File: src/design/analog_input_readout_consts.svh
`ifndef ANALOG_INPUT_READOUT_CONSTS_SVH
`define ANALOG_INPUT_READOUT_CONSTS_SVH
`define ADDR_RESULT_CH0 16'h0320
`define ADDR_RESULT_CH1 16'h0322
`define PARAM_RECORD_NUM 8'h01
`define FILTER_SELECT_RESET 8'h10
`define SEL_CH0_LSB 0
`define SEL_CH1_LSB 2
`define SELECT_INVALID_MASK 8'he0
`define SIGN_BIT 15
`define RES_LSB_MASK 16'hfff0
`define CODE_POS_SAT 16'h7fff
`define CODE_NEG_SAT 16'h8000
`define FULL_SCALE_CODE 32'sd27648
`define NOMINAL_MV 32'sd10000
`define OVERDRIVE_MV 32'sd11759
`define UNDERDRIVE_MV (-32'sd800)
`define FILTER_SHIFT 3
`define CLOCK_MHZ 40
`define APPLY_MAX_US 2000
`define INT_SEL0_US 2500
`define INT_SEL1_US 20000
`define INT_SEL2_US 100000
`define INT_SEL3_US 1000000
`define INT_DEFAULT_US 1000000
`endif

File: src/design/analog_input_readout_pkg.sv
package analog_input_readout_pkg;
  typedef enum logic {ApplyIdle, ApplyBusy} apply_state_e;
  typedef logic [1:0] int_sel_t;
  typedef logic signed [15:0] milli_volt_t;
endpackage

File: src/design/analog_input_readout.sv
`timescale 1ns/10ps
`include "analog_input_readout_consts.svh"

module analog_input_readout
  import analog_input_readout_pkg::*;
#(
  parameter int INT_CYC0 = `INT_SEL0_US * `CLOCK_MHZ,
  parameter int INT_CYC1 = `INT_SEL1_US * `CLOCK_MHZ,
  parameter int INT_CYC2 = `INT_SEL2_US * `CLOCK_MHZ,
  parameter int INT_CYC3 = `INT_SEL3_US * `CLOCK_MHZ,
  parameter int DEFAULT_CYC = `INT_DEFAULT_US * `CLOCK_MHZ,
  parameter int APPLY_CYC = `APPLY_MAX_US * `CLOCK_MHZ
) (
  input wire logic clock,
  input wire logic reset,
  input wire logic sampleValid,
  input wire logic sampleChannel,
  input wire logic signed [15:0] sampleMilliVolts,
  input wire logic parmWrite,
  input wire logic [7:0] parmRecordNum,
  input wire logic [7:0] parmByte0,
  input wire logic [7:0] parmByte1,
  output logic parmAccepted,
  output logic applying,
  input wire logic readEnable,
  input wire logic [15:0] readAddress,
  output logic [15:0] readData,
  output logic readValid
);

  // Millivolts to left-justified code with range limits
  function automatic logic [15:0] scaleCode(input milli_volt_t mv);
    logic signed [31:0] wide;
    logic signed [31:0] prod;
    wide = 32'(mv);
    prod = (wide * `FULL_SCALE_CODE) / `NOMINAL_MV;
    if (wide > `OVERDRIVE_MV) begin
      scaleCode = `CODE_POS_SAT;
    end else if (wide < `UNDERDRIVE_MV) begin
      scaleCode = `CODE_NEG_SAT;
    end else begin
      scaleCode = prod[15:0] & `RES_LSB_MASK;
    end
  endfunction

  function automatic logic [31:0] periodLast(input logic cfg, input int_sel_t sel);
    logic [31:0] n;
    n = 32'(DEFAULT_CYC);
    if (cfg) begin
      unique case (sel)
        2'b00: n = 32'(INT_CYC0);
        2'b01: n = 32'(INT_CYC1);
        2'b10: n = 32'(INT_CYC2);
        2'b11: n = 32'(INT_CYC3);
      endcase
    end
    periodLast = n - 32'd1;
  endfunction

  apply_state_e applyState_r;
  logic [31:0] applyCnt_r;
  logic [7:0] pendingSel_r;
  logic [7:0] filterSel_r;
  logic configured_r;
  logic paramInvalid;
  logic [31:0] periodCnt_r [2];
  logic periodEnd [2];
  int_sel_t chanSel [2];
  milli_volt_t filt_r [2];
  logic [15:0] result_r [2];

  // Byte 0 and trailing bytes carry nothing; only byte 1 is kept
  assign parmAccepted = parmWrite && (parmRecordNum == `PARAM_RECORD_NUM);
  assign applying = (applyState_r == ApplyBusy);
  assign paramInvalid = |(filterSel_r & `SELECT_INVALID_MASK);
  assign chanSel[0] = filterSel_r[`SEL_CH0_LSB +: 2];
  assign chanSel[1] = filterSel_r[`SEL_CH1_LSB +: 2];

  // A new record during apply restarts the wait with the newest byte
  always_ff @(posedge clock or posedge reset) begin
    if (reset) begin
      applyState_r <= ApplyIdle;
      applyCnt_r <= 32'd0;
      pendingSel_r <= `FILTER_SELECT_RESET;
    end else if (parmAccepted) begin
      applyState_r <= ApplyBusy;
      applyCnt_r <= 32'd0;
      pendingSel_r <= parmByte1;
    end else begin
      unique case (applyState_r)
        ApplyIdle: applyCnt_r <= 32'd0;
        ApplyBusy: begin
          applyCnt_r <= applyCnt_r + 32'd1;
          if (applyCnt_r == 32'(APPLY_CYC - 1)) begin
            applyState_r <= ApplyIdle;
          end
        end
      endcase
    end
  end

  always_ff @(posedge clock or posedge reset) begin
    if (reset) begin
      filterSel_r <= `FILTER_SELECT_RESET;
      configured_r <= 1'b0;
    end else if (applying && !parmAccepted && applyCnt_r == 32'(APPLY_CYC - 1)) begin
      filterSel_r <= pendingSel_r;
      configured_r <= 1'b1;
    end
  end

  // Integration periods restart once settings land, one timer per channel
  always_ff @(posedge clock or posedge reset) begin
    if (reset) begin
      periodCnt_r[0] <= 32'd0;
      periodCnt_r[1] <= 32'd0;
    end else begin
      for (int c = 0; c < 2; c++) begin
        if (applying || periodEnd[c]) begin
          periodCnt_r[c] <= 32'd0;
        end else begin
          periodCnt_r[c] <= periodCnt_r[c] + 32'd1;
        end
      end
    end
  end

  always_comb begin
    for (int c = 0; c < 2; c++) begin
      periodEnd[c] = !applying && (periodCnt_r[c] == periodLast(configured_r, chanSel[c]));
    end
  end

  // First-order smoothing; cheaper than a true mean with a divider
  always_ff @(posedge clock or posedge reset) begin
    if (reset) begin
      filt_r[0] <= 16'sd0;
      filt_r[1] <= 16'sd0;
    end else if (sampleValid) begin
      for (int c = 0; c < 2; c++) begin
        if (sampleChannel == 1'(c)) begin
          filt_r[c] <= filt_r[c] + 16'((17'(sampleMilliVolts) - 17'(filt_r[c]))
                       >>> `FILTER_SHIFT);
        end
      end
    end
  end

  always_ff @(posedge clock or posedge reset) begin
    if (reset) begin
      result_r[0] <= 16'h0000;
      result_r[1] <= 16'h0000;
    end else begin
      for (int c = 0; c < 2; c++) begin
        if (periodEnd[c]) begin
          if (paramInvalid) begin
            result_r[c] <= `CODE_POS_SAT;
          end else begin
            result_r[c] <= scaleCode(filt_r[c]);
          end
        end
      end
    end
  end

  // Unmapped addresses answer zero so software sees a defined word
  always_ff @(posedge clock or posedge reset) begin
    if (reset) begin
      readData <= 16'h0000;
      readValid <= 1'b0;
    end else begin
      readValid <= readEnable;
      if (!readEnable) begin
        readData <= readData;
      end else if (readAddress == `ADDR_RESULT_CH0) begin
        readData <= applying ? `CODE_POS_SAT : result_r[0];
      end else if (readAddress == `ADDR_RESULT_CH1) begin
        readData <= applying ? `CODE_POS_SAT : result_r[1];
      end else begin
        readData <= 16'h0000;
      end
    end
  end
endmodule

File: config.mk
export PLATFORM = sky130hd
export DESIGN_NAME = analog_input_readout
export DESIGN_NICKNAME = d
export VERILOG_FILES = /design/src/design/analog_input_readout_pkg.sv /design/src/design/analog_input_readout.sv
export VERILOG_INCLUDE_DIRS = /design/src /design/src/design
export SDC_FILE = /design/constraint.sdc
export NUM_CORES = 1
export LEC_CHECK = 0
export ABC_CLOCK_PERIOD_IN_PS = 31700
export BUFFER_PORTS_ARGS = -buffer_cell sky130_fd_sc_hd__buf_2
export CAP_MARGIN = 10
export CORE_AREA = 5 5 207 359
export DETAILED_ROUTE_END_ITERATION = 6
export DIE_AREA = 0 0 212 364
export GPL_TIMING_DRIVEN = 0
export PLACE_DENSITY = 0.76
export SYNTH_ARGS = -nofsm -noshare
export SYNTH_HDL_FRONTEND = slang
export SYNTH_SLANG_ARGS = --single-unit
File: constraint.sdc
create_clock -name clock -period 31.7 [get_ports clock]
set_input_delay 6.34 -clock clock [delete_from_list [all_inputs] [get_ports clock]]
set_output_delay 6.34 -clock clock [all_outputs]
set_load 0.01 [all_outputs]
==> impl_metrics.env <==
export IMPL_worst_slew_margin_rel=0.162
export IMPL_largest_net_degree_at_the_start_of_global_routing=126
export IMPL_synth_area_leader_cell="dfrtp_1"
export IMPL_nets=6032
export IMPL_number_of_global_route_vias_before_repair=45591
export IMPL_clock_sinks=184
export IMPL_post_dp_cell_area_um2=43700
export IMPL_post_drt_via_cell_ratio=7.01
export IMPL_setup_violations_final=0
export IMPL_ctsRootBufferMaster="clkbuf_16"
export IMPL_final_hold_viol_count=0
export IMPL_place_congestion=1.03
export IMPL_syn_std_cell_area_um2=42100
export IMPL_cpLargestDelayFamily="compound AO/OA/AOI/OAI gates"
export IMPL_result_of_the_run="finished, violations left"
export IMPL_critical_path_maximum_fanout=20
export IMPL_synth_nets=5915
export IMPL_drt_pass1_iterations=7
export IMPL_async_flop_share=1.00
export IMPL_synth_yosys_seq_area_share=0.109
export IMPL_worst_setup_hold_path_clk_slew_ns=0.09
export IMPL_tritoncts_num_buffers=17
export IMPL_hold_class="reg -> reg"
export IMPL_post_synth_top_count_cell="nor2_1"
export IMPL_final_count_of_pins_violating_max_slew=0
export IMPL_drive_above_1_share=0.129
export IMPL_grt_pass1_wl_mm=231
export IMPL_routed_wire_length_per_instance_um=22.2
export IMPL_finClkSkew_ns=0.0346
export IMPL_antenna_found_initial=1
export IMPL_fp_dieW_um=212
export IMPL_core_area_um2=70900
export IMPL_ioPinCount=81
export IMPL_grt_overflow_total=0
export IMPL_failed_checks="DRC"
export IMPL_max_stage_delay_ns=0.81
export IMPL_vias=46661
export IMPL_synthFlopType="dfrtp_1"
export IMPL_cap_violations=0
export IMPL_timing_critical_path_from_type="flop"
export IMPL_worstSkewPairLatency_ns=0.52
export IMPL_detail_route_drc_violations=7
export IMPL_rows=129
export IMPL_global_route_usage_over_all_layers=0.363
export IMPL_synth_cell_types=173
export IMPL_detail_route_antenna_nets=0
export IMPL_cp_num_buf_inv=22
export IMPL_synth_yosys_warnings=0
export IMPL_worstPathRequired_ns=32.08
export IMPL_synth_top_cells_by_count="553 x nor2_1, 454 x nand2_1, 333 x xnor2_1"
export IMPL_layout_min_cycle_time_ns=30.65
export IMPL_cts_path_max_buffers=2
export IMPL_syn_mean_instance_area_um2=7.52
export IMPL_layout_stage_area_growth_over_the_synthesis_result_pct=7.37
export IMPL_final_setup_tns_ns=0
export IMPL_clock_tree_htree_level_count=4
export IMPL_die_area_um2=77200
export IMPL_synth_top_cell_area_share=0.109
export IMPL_synth_area_top_cells="dfrtp_1 11%, xnor2_1 6.9%, ha_1 6.0%, nor2_1 4.9%, nand2_1 4.0%"
export IMPL_number_of_instances_in_the_synthesized_netlist=5606
export IMPL_cts_hold_buffers=0
export IMPL_arrival_time_at_the_worst_endpoint_ns=31.03
export IMPL_fmax_mhz=32.6
export IMPL_post_route_period_util=0.967
export IMPL_route_final_wire_length_mm=148
export IMPL_detailedPlacementHpwl_mm=118
export IMPL_finish_instance_area_um2=45200
export IMPL_port_buffer_count=70
export IMPL_critical_path_endpoint_type="flop"
export IMPL_reg2reg_setup_slack_ns=1.05
export IMPL_total_of_flip_flops_plus_latches_after_synthesis=184
export IMPL_synth_enable_flop_cells=0
export IMPL_slowest_cell_on_the_critical_path="a2111oi_1"
export IMPL_crit_type="reg -> reg"
export IMPL_tightest_slew_ns=1.24
export IMPL_cts_tree="done"
export IMPL_initial_core_util=0.595
export IMPL_fp_dieH_um=364
export IMPL_first_iter_violations=3685
export IMPL_cp_common_cell="ha_1"
cells in the final DEF (no fill, tap or decap), types with 164 or more instances in the layout:
| cell type | count |
|---|---|
| o21ai_0 | 196 |
| xnor2_1 | 324 |
| nor3_1 | 196 |
| nand3_1 | 209 |
| inv_1 | 240 |
| dfrtp_1 | 182 |
| nor2_1 | 550 |
| ha_1 | 203 |
| nand2_1 | 452 |
| a21oi_1 | 291 |
| xor2_1 | 164 |
path summary, 6_finish.rpt:
kind | startpoint | end | cells after the start
worst max-delay path | filt_r[0]$_DFFE_PP0P_ | result_r[10]$_DFFE_PP0P_ | 113
worst min register to register | pendingSel_r[7]$_DFFE_PP0P_ | pendingSel_r[7]$_DFFE_PP0P_ | 2
min in group asynchronous | reset | filt_r[1]$_DFFE_PP0P_ | 2
worst max register to register | filt_r[0]$_DFFE_PP0P_ | result_r[10]$_DFFE_PP0P_ | 113
max in group asynchronous | reset | periodCnt_r[33]$_DFF_PP0_ | 3
worst min-delay path | pendingSel_r[7]$_DFFE_PP0P_ | pendingSel_r[7]$_DFFE_PP0P_ | 2
logic make-up after synthesis:
family	Yosys count	synth area share
flip-flops	184	0.109
AND/OR/NAND/NOR	2228	0.274
buffers and inverters	484	0.0547
XOR/XNOR	516	0.110
multiplexers	159	0.0407
AO/OA/AOI/OAI	1785	0.329
adder cells (fa/ha/maj)	250	0.0819
flip-flops by register name, summed over array words and instances, names as in the netlist:
register      count
result_r         26
filterSel_r       7
configured_r      1
pendingSel_r      7
filt_r           32
readValid         1
applying          1
readData         13
periodCnt_r      64
applyCnt_r       32
cell type report:
| type | instances | area (µm²) |
|---|---|---|
| fillers | 6415 | 25600 |
| inverters | 252 | 961 |
| flip-flops and latches | 184 | 4610 |
| diodes | 1 | 2.50 |
| well taps | 917 | 1150 |
| clock buffers | 17 | 425 |
| multi-input cells | 4938 | 35900 |
| repair buffers | 100 | 621 |
| plain buffers | 230 | 1360 |
| clock inverters | 15 | 190 |
per-stage QoR:
stage               cells   util  hold slack [ns]  setup WS (ns)
floorplan            5606      -            0.440           6.13
global placement     6593  0.616            0.465         -0.804
detailed placement   6594  0.616            0.465         -0.925
CTS                  6627  0.626            0.487         0.0852
global route         6653  0.638            0.520         -0.136
finish               6654  0.638            0.490           1.05
metal layers:
layer / track usage / part of all wire
met2: 0.676 / 0.51
met4: 0.313 / 0.099
met3: 0.0557 / 0.056
met5: 0 / 0
met1: 0.338 / 0.33
worst min-delay path, stage by stage, from the launching register on:
cell	delay [ns]
dfrtp_1	0.35
nand2_1	0.05
nand2_1	0.06
timing repair:
| action | CTS | global route |
|---|---|---|
| buffers inserted | 2 | 27 |
| pin swaps | 1 | 19 |
| setup endpoints to repair | 24 | 24 |
| resized for setup | 17 | 120 |
Power is left out: the tool's default activity adds up to more than one toggle a clock period on the data nets, which glitch-free logic cannot reach.
